--- src/sram_host_pkg.sv ---
/*
 * Constants for the host-side controller of a 4096 x 1 static memory
 * with chip-enable and write strobes and separate data in/out pins.
 * Assumes a 100 MHz controller clock; times are for the slowest grade.
 */
package sram_host_pkg;

    // ------------------------------------------------------------------
    // Clock and organisation
    // ------------------------------------------------------------------
    localparam int CLK_PERIOD_NS = 10;
    localparam int ADDR_BITS     = 12;
    localparam int WORDS         = 4096;
    localparam int SYNC_STAGES   = 2;
    localparam int TIMER_BITS    = 8;

    // ------------------------------------------------------------------
    // Memory timing, ns
    // ------------------------------------------------------------------
    localparam int CYCLE_PERIOD_NS          = 235;
    localparam int READ_LATENCY_NS          = 150;
    localparam int CE_LOW_NS                = 150;
    localparam int CE_HIGH_NS               = 75;
    localparam int WRITE_PULSE_WIDTH_NS     = 90;
    localparam int DATA_SETUP_NS            = 90;
    localparam int OUTPUT_RELEASE_AFTER_WRITE_NS    = 40;
    localparam int OUTPUT_RELEASE_AFTER_DESELECT_NS = 60;

    // ------------------------------------------------------------------
    // Derived cycle counts: least times round up, longest times round up
    // too here, since the host must wait them out
    // ------------------------------------------------------------------
    localparam int CYCLE_PERIOD_CYC =
        (CYCLE_PERIOD_NS + CLK_PERIOD_NS - 1) / CLK_PERIOD_NS;
    localparam int READ_LATENCY_CYC =
        (READ_LATENCY_NS + CLK_PERIOD_NS - 1) / CLK_PERIOD_NS;
    localparam int CE_LOW_CYC =
        (CE_LOW_NS + CLK_PERIOD_NS - 1) / CLK_PERIOD_NS;
    localparam int CE_HIGH_CYC =
        (CE_HIGH_NS + CLK_PERIOD_NS - 1) / CLK_PERIOD_NS;
    localparam int WRITE_PULSE_CYC =
        (WRITE_PULSE_WIDTH_NS + CLK_PERIOD_NS - 1) / CLK_PERIOD_NS;
    localparam int DATA_SETUP_CYC =
        (DATA_SETUP_NS + CLK_PERIOD_NS - 1) / CLK_PERIOD_NS;
    localparam int RELEASE_W_CYC =
        (OUTPUT_RELEASE_AFTER_WRITE_NS + CLK_PERIOD_NS - 1) / CLK_PERIOD_NS;
    localparam int RELEASE_D_CYC =
        (OUTPUT_RELEASE_AFTER_DESELECT_NS + CLK_PERIOD_NS - 1)
        / CLK_PERIOD_NS;

    localparam int READ_LOW_RAW = READ_LATENCY_CYC + SYNC_STAGES;
    localparam int READ_LOW_CYC =
        (READ_LOW_RAW > CE_LOW_CYC) ? READ_LOW_RAW : CE_LOW_CYC;
    localparam int WR_DATA_CYC =
        (WRITE_PULSE_CYC > DATA_SETUP_CYC) ? WRITE_PULSE_CYC
                                           : DATA_SETUP_CYC;
    localparam int WRITE_LOW_RAW = RELEASE_W_CYC + WR_DATA_CYC;
    localparam int WRITE_LOW_CYC =
        (WRITE_LOW_RAW > CE_LOW_CYC) ? WRITE_LOW_RAW : CE_LOW_CYC;

    // ------------------------------------------------------------------
    // Controller states
    // ------------------------------------------------------------------
    typedef enum logic [2:0] {
        ST_IDLE,
        ST_SETUP,
        ST_READ,
        ST_WRITE,
        ST_WEND,
        ST_RECOVER
    } ctrl_state_t;

endpackage

--- src/phase_timer_if.sv ---
/*
 * Carrier between the controller and its phase timer.
 * Assumes both ends run on the same clock.
 */
`timescale 1ns/1ps
interface phase_timer_if;
    import sram_host_pkg::*;

    logic                  load;
    logic [TIMER_BITS-1:0] load_val;
    logic [TIMER_BITS-1:0] count;
    logic                  done;

    modport ctrl  (output load, output load_val, input count, input done);
    modport timer (input load, input load_val, output count, output done);
endinterface

--- src/phase_timer.sv ---
/*
 * Down counter that times each strobe phase.
 * Assumes load comes from logic on the same clock; done is high when
 * the count has reached zero.
 */
`timescale 1ns/1ps
module phase_timer
    import sram_host_pkg::*;
(
    // Clock and reset
    input  wire logic ref_clk,
    input  wire logic resetn,
    // Control
    phase_timer_if.timer tmr
);

    logic [TIMER_BITS-1:0] cnt;

    always_ff @(posedge ref_clk or negedge resetn) begin
        if (!resetn) begin
            cnt <= '0;
        end else if (tmr.load) begin
            cnt <= tmr.load_val;
        end else if (cnt != '0) begin
            cnt <= cnt - 1'b1;
        end
    end

    assign tmr.count = cnt;
    assign tmr.done  = (cnt == '0);

endmodule // phase_timer

--- src/sram_host_ctrl.sv ---
/*
 * Host controller for a 4096 x 1 static memory driven through its
 * chip-enable, write-enable, address and data pins.
 * Assumes the memory pins are asynchronous to ref_clk, so the data
 * output pin is synchronised before use.
 */
`timescale 1ns/1ps
module sram_host_ctrl
    import sram_host_pkg::*;
#(
    parameter int ADDR_W = ADDR_BITS
)
(
    // Clock and reset
    input  wire logic              ref_clk,
    input  wire logic              resetn,
    // User request
    input  wire logic              req_valid,
    output logic                   req_ready,
    input  wire logic              req_write,
    input  wire logic [ADDR_W-1:0] req_addr,
    input  wire logic              req_wdata,
    // User answer
    output logic                   rsp_valid,
    output logic                   rsp_rdata,
    // Memory pins
    output logic                   mem_ce_n,
    output logic                   mem_we_n,
    output logic [ADDR_W-1:0]      mem_addr,
    output logic                   mem_din,
    output logic                   mem_din_oe,
    input  wire logic              mem_dout
);

    // ------------------------------------------------------------------
    // State and timers
    // ------------------------------------------------------------------
    ctrl_state_t           state;
    ctrl_state_t           next_state;
    logic                  pending_write;
    logic [TIMER_BITS-1:0] since_fall;
    logic [SYNC_STAGES-1:0] dout_sync;

    phase_timer_if tmr ();

    phase_timer u_timer (
        .ref_clk (ref_clk),
        .resetn  (resetn),
        .tmr     (tmr.timer)
    );

    assign req_ready = (state == ST_IDLE);

    // ------------------------------------------------------------------
    // Sequencing
    // ------------------------------------------------------------------
    always_comb begin
        next_state   = state;
        tmr.load     = 1'b0;
        tmr.load_val = '0;
        case (state)
            ST_IDLE: begin
                // Strobes may rest here indefinitely
                if (req_valid) begin
                    next_state = ST_SETUP;
                end
            end
            ST_SETUP: begin
                // Address already stable; wait out the cycle period
                if (since_fall >= TIMER_BITS'(CYCLE_PERIOD_CYC)) begin
                    tmr.load = 1'b1;
                    if (pending_write) begin
                        next_state   = ST_WRITE;
                        tmr.load_val = TIMER_BITS'(WRITE_LOW_CYC - 1);
                    end else begin
                        next_state   = ST_READ;
                        tmr.load_val = TIMER_BITS'(READ_LOW_CYC - 1);
                    end
                end
            end
            ST_READ: begin
                if (tmr.done) begin
                    next_state   = ST_RECOVER;
                    tmr.load     = 1'b1;
                    tmr.load_val = TIMER_BITS'(CE_HIGH_CYC - 1);
                end
            end
            ST_WRITE: begin
                if (tmr.done) begin
                    next_state = ST_WEND;
                end
            end
            ST_WEND: begin
                next_state   = ST_RECOVER;
                tmr.load     = 1'b1;
                tmr.load_val = TIMER_BITS'(CE_HIGH_CYC - 1);
            end
            ST_RECOVER: begin
                if (tmr.done) begin
                    next_state = ST_IDLE;
                end
            end
            default: begin
                next_state = ST_IDLE;
            end
        endcase
    end

    always_ff @(posedge ref_clk or negedge resetn) begin
        if (!resetn) begin
            state <= ST_IDLE;
        end else begin
            state <= next_state;
        end
    end

    // ------------------------------------------------------------------
    // Time since the last chip-enable fall, saturating
    // ------------------------------------------------------------------
    always_ff @(posedge ref_clk or negedge resetn) begin
        if (!resetn) begin
            since_fall <= TIMER_BITS'(CYCLE_PERIOD_CYC);
        end else if (state == ST_SETUP && next_state != ST_SETUP) begin
            since_fall <= TIMER_BITS'(1);
        end else if (since_fall < TIMER_BITS'(CYCLE_PERIOD_CYC)) begin
            since_fall <= since_fall + 1'b1;
        end
    end

    // ------------------------------------------------------------------
    // Request capture: address and data held for the whole cycle
    // ------------------------------------------------------------------
    always_ff @(posedge ref_clk or negedge resetn) begin
        if (!resetn) begin
            mem_addr      <= '0;
            mem_din       <= 1'b0;
            pending_write <= 1'b0;
        end else if (state == ST_IDLE && req_valid) begin
            mem_addr      <= req_addr;
            mem_din       <= req_wdata;
            pending_write <= req_write;
        end
    end

    // ------------------------------------------------------------------
    // Strobes
    // ------------------------------------------------------------------
    always_ff @(posedge ref_clk or negedge resetn) begin
        if (!resetn) begin
            mem_ce_n <= 1'b1;
            mem_we_n <= 1'b1;
        end else begin
            // Chip enable low only through the access phases
            mem_ce_n <= !(next_state == ST_READ ||
                          next_state == ST_WRITE ||
                          next_state == ST_WEND);
            // Write strobe falls with chip enable, rises one cycle
            // before it so the write strobe ends the write
            mem_we_n <= (next_state != ST_WRITE);
        end
    end

    // ------------------------------------------------------------------
    // Write data drive, delayed until the memory output is released
    // ------------------------------------------------------------------
    always_ff @(posedge ref_clk or negedge resetn) begin
        if (!resetn) begin
            mem_din_oe <= 1'b0;
        end else if (state == ST_WRITE &&
                     tmr.count <= TIMER_BITS'(WRITE_LOW_CYC - 1
                                              - RELEASE_W_CYC)) begin
            mem_din_oe <= 1'b1;
        end else if (state == ST_WEND) begin
            // Hold data across the write strobe's rising edge
            mem_din_oe <= 1'b1;
        end else begin
            mem_din_oe <= 1'b0;
        end
    end

    // ------------------------------------------------------------------
    // Read data: pin synchronised, sampled at the end of the low phase
    // ------------------------------------------------------------------
    always_ff @(posedge ref_clk or negedge resetn) begin
        if (!resetn) begin
            dout_sync <= '0;
        end else begin
            dout_sync <= {dout_sync[SYNC_STAGES-2:0], mem_dout};
        end
    end

    always_ff @(posedge ref_clk or negedge resetn) begin
        if (!resetn) begin
            rsp_valid <= 1'b0;
            rsp_rdata <= 1'b0;
        end else if (state == ST_READ && tmr.done) begin
            // Sampled before chip enable rises and the output turns off
            rsp_valid <= 1'b1;
            rsp_rdata <= dout_sync[SYNC_STAGES-1];
        end else if (state == ST_WEND) begin
            rsp_valid <= 1'b1;
        end else begin
            rsp_valid <= 1'b0;
        end
    end

endmodule // sram_host_ctrl

--- config.mk ---
export PLATFORM = sky130hd
export DESIGN_NAME = sram_host_ctrl
export DESIGN_NICKNAME = d
export VERILOG_FILES = /design/src/sram_host_pkg.sv /design/src/phase_timer_if.sv /design/src/phase_timer.sv /design/src/sram_host_ctrl.sv
export SDC_FILE = /design/constraint.sdc
export NUM_CORES = 1
export LEC_CHECK = 0
export ABC_AREA = 1
export BUFFER_PORTS_ARGS = -buffer_cell sky130_fd_sc_hd__buf_2
export CAP_MARGIN = 20
export CORE_MARGIN = 5
export CORE_UTILIZATION = 50
export CTS_CLUSTER_DIAMETER = 150
export DETAILED_ROUTE_END_ITERATION = 12
export PLACE_DENSITY = 0.81
export SLEW_MARGIN = 25
export SYNTH_ARGS = -nofsm -noshare
export SYNTH_HDL_FRONTEND = slang
export SYNTH_HIERARCHICAL = 1
export SYNTH_SLANG_ARGS = --single-unit
--- constraint.sdc ---
create_clock -name ref_clk -period 4 [get_ports ref_clk]
set_clock_uncertainty 0.2 [all_clocks]
set_input_delay 0.8 -clock ref_clk [delete_from_list [all_inputs] [get_ports ref_clk]]
set_output_delay 0.8 -clock ref_clk [all_outputs]
set_load 0.05 [all_outputs]
# [Word level (Yosys, flattened, before mapping)]
# Cells that the tools add are included.
[word_totals] in_bits=18 elab_cells=60 reg_bits=40 out_inout_bits=19
[op_classes] addsub=2 eq_ne=10 reduce_logical=12 n_mux=21 n_lt_le_gt_ge=3
[ops] operator="$mux 8" n=4
[ops] operator="$pmux 8 s3" n=1
[ops] operator="$mux 3" n=6
[ops] operator="$pmux 3 s6" n=1
[ops] operator="$eq 3x2->1 const B" n=4
[ops] operator="$mux 5" n=2
[ops] operator="$eq 3x3->1 const B" n=3
[ops] operator="$add 8x1->8 const B" n=1
[ops] operator="$ge 8x5->1 const B" n=1
[ops] operator="$le 8x4->1 const B" n=1
[ops] operator="$logic_not 8->1" n=1
[ops] operator="$lt 8x5->1 const B" n=1
[ops] operator="$reduce_bool 8->1" n=1
[ops] operator="$sub 8x1->8 const B" n=1
[ops] operator="$mux 1" n=6
[ops] operator="$logic_and 1x1->1" n=4
[ops] operator="$reduce_bool 2->1" n=2
[ops] operator="$eq 3x1->1 const B" n=1
[ops] operator="$logic_not 3->1" n=1
[ops] operator="$ne 3x1->1 const B" n=1
[ops] operator="$ne 3x2->1 const B" n=1
[ops] operator="$pmux 1 s3" n=1
[ops] operator="$logic_or 1x1->1" n=2
[ops] operator="$logic_not 1->1" n=1

# [Longest topological paths before layout]
# Gate-level depths: netlist of the first run.
[logic_depth] depth_word=7 depth_mapped=13 ltp_nobuf=12

# [By module]
# Netlist of the first run, hierarchy kept.
[modules_own_cells] mod="sram_host_ctrl" seq_area_each_um2=805.8 area_each_um2=1447.6 cells_each=162 n_inst=1
[modules_own_cells] mod="phase_timer" seq_area_each_um2=200.2 area_each_um2=513.0 cells_each=71 n_inst=1

# [Worst setup path after synthesis of the first run]
# Ideal clock, no wire load.
[synth_path] path_type="register to output" from="register state[2]" to="output req_ready" path_slack_ps=1465 path_buffers=0 t_required_ps=3000 arrival_ps=1535 path_stages_with_launch=2 path_cell_list="dfrtp_1 nor3_1"
[synth_via] elab_chain_cells=1
[synth_rtl] item="from (decl)" line="sram_host_ctrl.sv:38" rtl="ctrl_state_t state;"
[synth_rtl] item="from (signal assigned)" line="sram_host_ctrl.sv:113" rtl="state <= next_state;"
[synth_rtl] item="$logic_not 3->1" line="sram_host_ctrl.sv:52" rtl="assign req_ready = (state == ST_IDLE);"
[synth_rtl] item="to (decl)" line="sram_host_ctrl.sv:19" rtl="output logic req_ready,"
# No other way between the ends.

# [Worst setup path after layout of the first run]
[layout_path] from="register u_timer.cnt[0], in the netlist u_timer/tmr.count[0]" to="register u_timer.cnt[4], in the netlist u_timer/tmr.count[4]"
[layout_via] elab_chain_cells=4 elab_cells_between_ends=8 cone_classes="add/sub (1); mux (4); reduce/logical (3)"
[layout_rtl] item="from (decl)" line="phase_timer.sv:17" rtl="logic [TIMER_BITS-1:0] cnt;"
[layout_rtl] item="from (signal assigned)" line="phase_timer.sv:23" rtl="cnt <= tmr.load_val;"
[layout_rtl] item="from (signal assigned)" line="phase_timer.sv:25" rtl="cnt <= cnt - 1'b1;"
[layout_rtl] item="$logic_not 8->1 (*)" line="phase_timer.sv:30" rtl="assign tmr.done = (cnt == '0);"
[layout_rtl] item="net tmr.done" line="phase_timer_if.sv:12" rtl="logic done;"
[layout_rtl] item="$mux 1 (*)" line="sram_host_ctrl.sv:82" rtl="if (tmr.done) begin"
[layout_rtl] item="$pmux 1 s3 (*)" line="sram_host_ctrl.sv:61" rtl="case (state)"
[layout_rtl] item="net tmr.load" line="phase_timer_if.sv:9" rtl="logic load;"
[layout_rtl] item="$mux 8 / $reduce_bool 2->1 (equally long branches)"
# The timed path passes the listed nets; every way through them passes the cells marked *. The select of a mux whose other input is x is not followed.
# A chain may end at the register's enable or synchronous reset.

==> results.md, run 1 <==
- Including well taps, the total number of placed cells is between 300 and 400.
- In this run the post-CTS setup repair buffer count came out at 0.
- From left edge to right edge, the die measures approximately 73 µm.
- The area of placed instances is 2160 µm².
- Compared with the post-synthesis result, the final layout area differs by 15.7%.
- The finished layout holds between 300 and 400 standard cells, fillers aside.
- The TritonCTS clock tree is built.
- Ranked by total cell area, the synthesized netlist is headed by sky130_fd_sc_hd__dfrtp_1 46%, sky130_fd_sc_hd__nand2_1 12%, sky130_fd_sc_hd__inv_1 6.5%.
- The kind of start point of the critical path is a flip-flop.
- The number of H-tree levels is 2.
- The congestion estimate from routability-driven global placement came to 0.830.
- The floorplan die area is approximately 5300 µm².
- At the pin with the least slew margin, the transition time is ~840 ps.
- For this design the top-level I/O count stands at 37.
- CTS placed an instance of sky130_fd_sc_hd__clkbuf_8 at the clock tree root.
- The kind of critical path is reg2reg.
- The critical path starts at u_timer/tmr.count[0]$_DFFE_PN0P_.
- The number of antenna violations at the first check in global routing came to 0.
- The design internal power is roughly 1000 µW.
- For the worst setup path, the data required time is roughly 4000 ps.
- The longest clock path from root to sink contains 2 buffers.
- The synthesized area is 1960 µm².
- The core region is about 3700 µm².
- The worst path in the final design needs a cycle of ~2400 ps, including I/O delays and setup.
- The synthesized netlist cell count is about 230.
- In the final routed layout, each cell accounts on average for approximately 11 µm.
- Of the total power, registers draw 0.353.
- The share of total power in the clock network is 0.162.
- The nature of the critical path endpoint is a flip-flop.
- The count of vias placed by the detailed router is approximately 1500.
- The initialized floorplan defines 22 standard-cell rows.
- The total iterations of the first detailed-routing run is 4.
- In this run the worst path has a maximum fanout of 12.
- The static leakage is 0.00126 µW.
- STA puts the critical path data arrival time at 2400 ps.
- The TritonCTS buffer count is 5.
- The launch point of the worst hold path is dout_sync[0]$_DFF_PN0_.
- The number of diodes is 0.
- Measured against its own limit, the worst slew margin works out to 0.441.
- The worst register-to-register path begins at u_timer/tmr.count[0]$_DFFE_PN0P_.
- The final routed wirelength across all metal layers is 3550 µm.
- The worst-case IR drop observed on VDD is about 0.44 mV.
- The number of sinks on the clock net is 40.
- The flip-flop and latch count after synthesis is 40.
- The later pin in the worst-skew pair is clocked with a latency of between 200 and 300 ps.
- The sum of negative setup slack is 0 ps.
- Once detail routing completed, the nets flagged for antenna violations numbered 0.
- After legalization and detailed placement, the total HPWL measured between 2000 and 3000 µm.
- In this run, the number of DRC markers left after iteration 0 of detailed routing was between 100 and 150.
- The count of buffers inserted at the top-level ports is 36.
- In the final design database the tool counted around 300 nets.
- The run finished with clean final reports.
- The highest clock frequency the design can meet is 420 MHz.
- The cell type with the largest total area after synthesis is sky130_fd_sc_hd__dfrtp_1.
- The share of the Yosys chip area taken by registers is 0.513.
- Across every metal layer, demand over resource in global routing totals 0.148.
- The net switching share of the total power is 0.479.
- For this run, design rule violations remaining after detail routing come to 0.
- Across the run, the number of max-cap violations was 0.
- The average cell area after synthesis is roughly 8.4 µm².
- Leaving out fill and tap cells, the most frequent cell in the layout is sky130_fd_sc_hd__nand2_1.
- After clock tree synthesis, the clock-pin slew on the worst setup and hold paths is 80 ps.
- The final hold violation count is 0.
- During synthesis, Yosys emitted a total of 6 warnings.
- The fraction of power consumed by combinational cells is 0.486.
- The final count of pins violating max slew came to 0.
- Entering global routing, the biggest net connects 41 pins.
- The library cells used most frequently in the layout, excluding fill and tap cells, are 64 x sky130_fd_sc_hd__nand2_1, 36 x sky130_fd_sc_hd__dfrtp_1, 36 x sky130_fd_sc_hd__buf_2.
- The average via count per standard cell is roughly 4.7.
- The total power per unit cell area is 865 nW/µm².
- The die is between 70 and 80 µm tall.
- The number of gates resized after CTS is 0.
- Setup repair after global routing left no endpoint under its margin.
- The number of global-route vias before repair is around 1400.
- Of the post-synthesis cell area, the dominant cell type holds 0.459.
- Of the available clock period, the critical path in the final layout requires 0.595.
- Setup violations remaining at the end of the flow were counted as 0.
- The finished cells cover between 2000 and 2500 µm².
- The switching component of the power is 940 µW.
- The cts-stage hold buffer count is 0.
- The starting density of the core is 0.524.
- The wire length of the first global-routing pass is 6220 µm.
- The worst hold path belongs to the class reg2reg.
- Of the cells placed in the final design, the portion with a size suffix greater than 1 is 0.263.
- For this run the aggregate overflow at the end of global routing stands at 0.
- In this run, distinct cell masters in the synthesized netlist total 29.
[sequential cells by signal, summed over array words and instances, names as in the netlist, 2 cells and up]
signal             count
state                  3
since_fall             8
dout_sync              2
u_timer/tmr.count      8
mem_addr              12
[worst max-delay path: stages (launching register included)]
cell                       delay [ps]
sky130_fd_sc_hd__dfrtp_1          400
sky130_fd_sc_hd__inv_1            120
sky130_fd_sc_hd__ha_1             280
sky130_fd_sc_hd__nand2_2          110
sky130_fd_sc_hd__nor2_4           200
sky130_fd_sc_hd__nand3_2          140
sky130_fd_sc_hd__nand2_1          100
sky130_fd_sc_hd__inv_1             50
sky130_fd_sc_hd__nand2_1          270
sky130_fd_sc_hd__inv_1            170
sky130_fd_sc_hd__nand2_4          140
sky130_fd_sc_hd__a21boi_1         150
[final timing paths]
| kind | to | slack (ps) | cells past startpoint |
|---|---|---|---|
| max | u_timer/tmr.count[4]$_DFFE_PN0P_ | 1620 | 11 |
| min | dout_sync[1]$_DFF_PN0_ | 150 | 0 |
| max reg2reg | u_timer/tmr.count[4]$_DFFE_PN0P_ | 1620 | 11 |
| min reg2reg | dout_sync[1]$_DFF_PN0_ | 150 | 0 |
| max in group asynchronous | u_timer/tmr.count[0]$_DFFE_PN0P_ | 2650 | 1 |
| min in group asynchronous | rsp_rdata$_DFFE_PN0P_ | 410 | 1 |
[routing by layer]
metal,track usage,part of all wire,vias to the layer above
met5,0,0,-
met4,0.0451,0,0
met3,0.0468,0.067,0
met2,0.231,0.45,47
met1,0.198,0.49,666
li1,-,-,798
[cell usage after synthesis (all sizes together)]
master and n:
xnor2 1, or2 1, inv 36, a21boi 1
nor3 2, conb 1, nand4 6, ha 3
o21bai 1, a21oi 1, nand2 70, xor2 2
dfrtp 36, nor2 23, clkbuf 1, dfstp 4
buf 4, nand3 16, o21ai 24
[cell type report]
| cell class | instances | area, µm² |
|---|---|---|
| Clock buffer | 6 | 72.6 |
| Clock inverter | 2 | 35.0 |
| Fill cell | 334 | 1480 |
| Inverter | 36 | 135 |
| Multi-Input combinational cell | 154 | 779 |
| Sequential cell | 40 | 1010 |
| Tap cell | 48 | 60.1 |
| Timing Repair Buffer | 36 | 180 |
[kinds of logic after synthesis]
family,after synthesis,share of synthesized area
AND/OR/NAND/NOR,118,0.274
buffers and inverters,41,0.0932
flip-flops,40,0.513
AO/OA/AOI/OAI,27,0.0849
XOR/XNOR,3,0.0134
adder cells (fa/ha/maj),3,0.0191
other,1,0.00191
[stage by stage]
stage	hold WS, ps	power [µW]	util	worst slack [ps]
after floorplan	131	1470	-	1470
after detailed placement	137	1650	0.577	1630
after CTS	155	1980	0.606	1620
after global routing	164	2120	0.606	1410
final	153	1960	0.606	1620
after global placement	139	1630	0.577	1720
[power groups by stage]
stage | registers [µW] | clock network, µW | logic, µW
after floorplan | 943 | 0 | 527
after detailed placement | 693 | 0 | 961
final | 692 | 317 | 953
after global placement | 691 | 0 | 941
after CTS | 691 | 326 | 963
after global routing | 715 | 345 | 1060
(Power assumes the default switching activity.)
==> run 2, diff against run 1 <==
--- a/config.mk
+++ b/config.mk
@@ -5,14 +5,14 @@
 export SDC_FILE = /design/constraint.sdc
 export NUM_CORES = 1
 export LEC_CHECK = 0
-export ABC_AREA = 1
+export ABC_AREA = 0
 export BUFFER_PORTS_ARGS = -buffer_cell sky130_fd_sc_hd__buf_2
 export CAP_MARGIN = 20
 export CORE_MARGIN = 5
-export CORE_UTILIZATION = 50
+export CORE_UTILIZATION = 49
 export CTS_CLUSTER_DIAMETER = 150
 export DETAILED_ROUTE_END_ITERATION = 12
-export PLACE_DENSITY = 0.81
+export PLACE_DENSITY = 0.83
 export SLEW_MARGIN = 25
 export SYNTH_ARGS = -nofsm -noshare
 export SYNTH_HDL_FRONTEND = slang
==> constraint.sdc (replaced) <==
create_clock -name ref_clk -period 2 [get_ports ref_clk]
set_clock_uncertainty 0.2 [all_clocks]
set_input_delay 0.4 -clock ref_clk [delete_from_list [all_inputs] [get_ports ref_clk]]
set_output_delay 0.4 -clock ref_clk [all_outputs]
set_load 0.05 [all_outputs]
==> run 2 against run 1 <==
  * The run now ends with setup timing left
  * Clock power is 110% higher
  * Utilization increased by 13 points
  * Wire length is 50% higher
  * Via count up 10%
  * Global-route usage up 4.9 points
  * Sequential cell count is the same
  * Sequential power grew 56%
  * Sequential share of layout area down 7.7 points
  * First-iteration DRC count rose by 19%
  * Synthesized area fell by 2.9%
  * Die area down 0.77%
  * Register-to-register slack lost 1900 ps
  * Critical path type unchanged
  * Critical endpoint is now u_timer/tmr.count[0]$_DFFE_PN0P_
==> results.md, run 2 <==
- The count of buffers added on input and output ports is 36.
- The nature of the critical path endpoint is a flip-flop.
- The number of flip-flops under the largest register name is 12.
- The maximum fanout along the worst path is 2.
- The share of synthesized area in the top cell type comes to 0.473.
- The final route contains approximately 1700 vias.
- The cell type with the largest total area after synthesis is sky130_fd_sc_hd__dfrtp_1.
- In the synthesized netlist the async set-or-reset flop fraction comes to 1.00.
- The die is around 72 µm wide.
- Relative to the synthesized area, the layout overhead comes to 44.0%.
- At the end of routability-driven placement, the weighted congestion stood at 0.880.
- The TritonCTS buffer count is 5.
- The highest clock frequency the design can meet is 440 MHz.
- IR analysis of the VDD net gives a maximum drop of between 0.5 and 0.6 mV.
- The count of warnings emitted by yosys is 6.
- The fraction of the cycle the final worst path needs is 1.14.
- The final hold slack is roughly 23 ps.
- The post-layout net count is approximately 270.
- The number of H-tree levels is 2.
- In the layout the commonest cells are 37 x sky130_fd_sc_hd__buf_4, 36 x sky130_fd_sc_hd__dfrtp_1, 35 x sky130_fd_sc_hd__buf_2.
- For the worst-skew pair, the clock arrives at the later sink with an insertion delay of 300 ps.
- In this run the standard cell core region covers ~3700 µm².
- The repair_antennas step left the layout with diodes totalling 0.
- The final HPWL from detailed placement is between 3000 and 4000 µm.
- In the post-synthesis netlist, the biggest area contributors are sky130_fd_sc_hd__dfrtp_1 47%, sky130_fd_sc_hd__mux2_2 9.5%, sky130_fd_sc_hd__dfstp_2 5.5%.
- Power spread over the standard cell area amounts to ~1200 nW/µm².
- By instance count, the leading cell after synthesis is sky130_fd_sc_hd__dfrtp_1.
- The most common cell after layout, fill and taps aside is sky130_fd_sc_hd__buf_4.
- The number of buffers on the longest clock path is 2.
- The synthesized netlist cell count is 165.
- In this run the tightest slew margin relative to its limit is 0.572.
- The pre-antenna-repair detailed-routing pass consisted of 4 iterations.
- In the final layout, the registers with the most flip-flops are mem_addr x12, since_fall x8, u_timer/tmr.count x8.
- In the routed layout, each cell is associated on average with a via count of about 5.7.
- The checks that failed: setup timing.
- After synthesis the netlist holds a flip-flop and latch count of 40.
- The end-of-flow core utilization is 0.738.
- Setup repair after global routing could not meet its margin everywhere.
- The number of max-capacitance violations reported is 0.
- The commonest cells after synthesis are 36 x sky130_fd_sc_hd__dfrtp_1, 16 x sky130_fd_sc_hd__mux2_2, 9 x sky130_fd_sc_hd__a21oi_1, 9 x sky130_fd_sc_hd__nor2_1, 8 x sky130_fd_sc_hd__nor3_1.
- The final hold violation count is 0.
- Setup slack on the critical path of the routed design comes to -271 ps.
- The wire length of the first global-routing pass is around 8000 µm.
- The kind of critical path is reg2reg.
- The number of sinks on the clock net is 40.
- In this run, synthesis inferred 0 flip-flops with an integrated enable.
- The number of global-route vias before repair is between 1500 and 2000.
- The floorplan die area is about 5200 µm².
- The number of distinct library cell variants in the gate-level netlist after synthesis is 47.
- The final count of pins violating max slew is 0.
- For this run the aggregate overflow at the end of global routing stands at 0.
- The average cell area after synthesis is about 12 µm².
- Of the cells placed in the final design, the portion with a size suffix greater than 1 is 0.553.
- The clock period minus final worst setup slack is approximately 2300 ps.
- The cell sitting at the root of the clock tree is a sky130_fd_sc_hd__clkbuf_8.
- The worst hold path belongs to the class in2reg.
- The detail route stage leaves a number of antenna-violating nets equal to 0.
- After clock tree synthesis, the clock-pin slew on the worst setup and hold paths is around 90 ps.
- After detailed routing, the total wire length is between 5000 and 6000 µm.
- The kind of start point of the critical path is a flip-flop.
- The number of top-level design ports is 37.
- The register cell area after layout is 1010 µm².
- At the worst endpoint, the required time is ~2000 ps.
- The count of routing violations after the opening detailed-route iteration is between 150 and 200.
- Fill cells in the final layout number about 220.
- For this run, design rule violations remaining after detail routing come to 0.
- The area of the multi-input gates is between 1000 and 1500 µm².
- TritonCTS built the clock tree.
- The initialized floorplan defines 22 standard-cell rows.
- The starting density of the core is 0.512.
- The synthesized area is ~1900 µm².
- For the worst setup path, the data arrival time is about 2300 ps.
- The run finished, with violations left.
- The number of antenna violations at the first check in global routing was 0.
- The maximum number of pins on one net before global-route repair is 26.
- The combined global-route utilization of all metal layers is 0.198.
- The register containing the most flip-flops in the final layout is mem_addr.
- In this run the vertical extent of the chip is approximately 72 µm.
- The predominant post-synthesis flop cell is sky130_fd_sc_hd__dfrtp_1.
- Of the synthesized area, sequential elements account for 0.528.
- The setup violation total in the final timing report is 14.
- For this design the static power due to leakage is 0.00130 µW.
- The slew at the pin closest to its max-slew limit is 636 ps.
- Dividing the detail-routed wire length by the instance count gives ~18 µm.
[run 2: power by group]
group | switching (µW) | internal [µW] | leakage, µW | total, µW
clock | 295 | 369 | 0.0000541 | 665
combinational | 818 | 653 | 0.000736 | 1470
sequential | 107 | 973 | 0.000507 | 1080
total | 1220 | 2000 | 0.00130 | 3220
[run 2: cells by family (layout without fill, tap and decap cells)]
family                     after synthesis  after routing  share of synthesized area
and+or+nand+nor                         55             56                      0.165
DFF                                     40             40                      0.528
AOI/OAI and AO/OA                       35             35                      0.136
muxes                                   16             16                     0.0946
buffers and inverters                   13             91                     0.0453
adders and majority gates                3              3                     0.0197
xor gates and xnor gates                 2              2                    0.00920
other                                    1              3                    0.00197
[run 2: metrics by stage]
step | std cells | total power (µW) | area [µm²] | worst slack, ps | TNS [ps]
floorplan | 167 | 1920 | 2010 | -336 | -2770
global placement | 270 | 2250 | 2380 | -121 | -954
detailed placement | 270 | 2280 | 2380 | -167 | -1320
CTS | 290 | 3030 | 2630 | -166 | -1230
global route | 294 | 3370 | 2740 | -376 | -3620
finish | 294 | 3220 | 2740 | -271 | -2500
[run 2: per-layer routing]
metal	vias up	part of all wire	global-route usage
met5	-	0	0
li1	757	-	-
met1	802	0.40	0.240
met3	21	0.073	0.0554
met4	0	0.035	0.0835
met2	88	0.49	0.329
[run 2: worst max-delay path: stages (launching register included)]
cell and delay, ps:
sky130_fd_sc_hd__dfrtp_1 400, sky130_fd_sc_hd__inv_2 110, sky130_fd_sc_hd__ha_4 150, sky130_fd_sc_hd__or3b_4 400
sky130_fd_sc_hd__nor2_4 100, sky130_fd_sc_hd__nand3b_1 110, sky130_fd_sc_hd__buf_4 160, sky130_fd_sc_hd__buf_4 120
sky130_fd_sc_hd__buf_4 140, sky130_fd_sc_hd__a21oi_4 140, sky130_fd_sc_hd__nand2_2 90, sky130_fd_sc_hd__o31ai_2 70
[run 2: worst paths after layout]
check                                                  from                          endpoint  slack, ps  cells after the start
setup / recovery           u_timer/tmr.count[0]$_DFFE_PN0P_  u_timer/tmr.count[0]$_DFFE_PN0P_       -270                     11
hold / removal                                     mem_dout            dout_sync[0]$_DFF_PN0_         20                      1
setup reg to reg           u_timer/tmr.count[0]$_DFFE_PN0P_  u_timer/tmr.count[0]$_DFFE_PN0P_       -270                     11
hold reg to reg                      dout_sync[0]$_DFF_PN0_            dout_sync[1]$_DFF_PN0_        210                      0
max in group asynchronous                            resetn                mem_we_n$_DFF_PN1_        700                      3
min in group asynchronous                            resetn  u_timer/tmr.count[1]$_DFFE_PN0P_        360                      2
[run 2: cell type report]
class | instances | area share
timing repair buffer | 78 | 0.193
tap | 48 | 0.0219
inverter | 5 | 0.00776
multi-input combinational | 115 | 0.370
clock inverter | 3 | 0.0155
sequential | 40 | 0.367
clock buffer | 5 | 0.0251
[run 2: repair_timing]
| action | in CTS | in global routing |
|---|---|---|
| resized for setup | 15 | 20 |
| setup buffers | 10 | 5 |
| pin swaps | 6 | 15 |
| endpoints found under the setup margin | 11 | 14 |
| hold buffers | 1 | 0 |
| endpoints found under the hold margin | 14 | 0 |
| gates cloned | 1 | 0 |
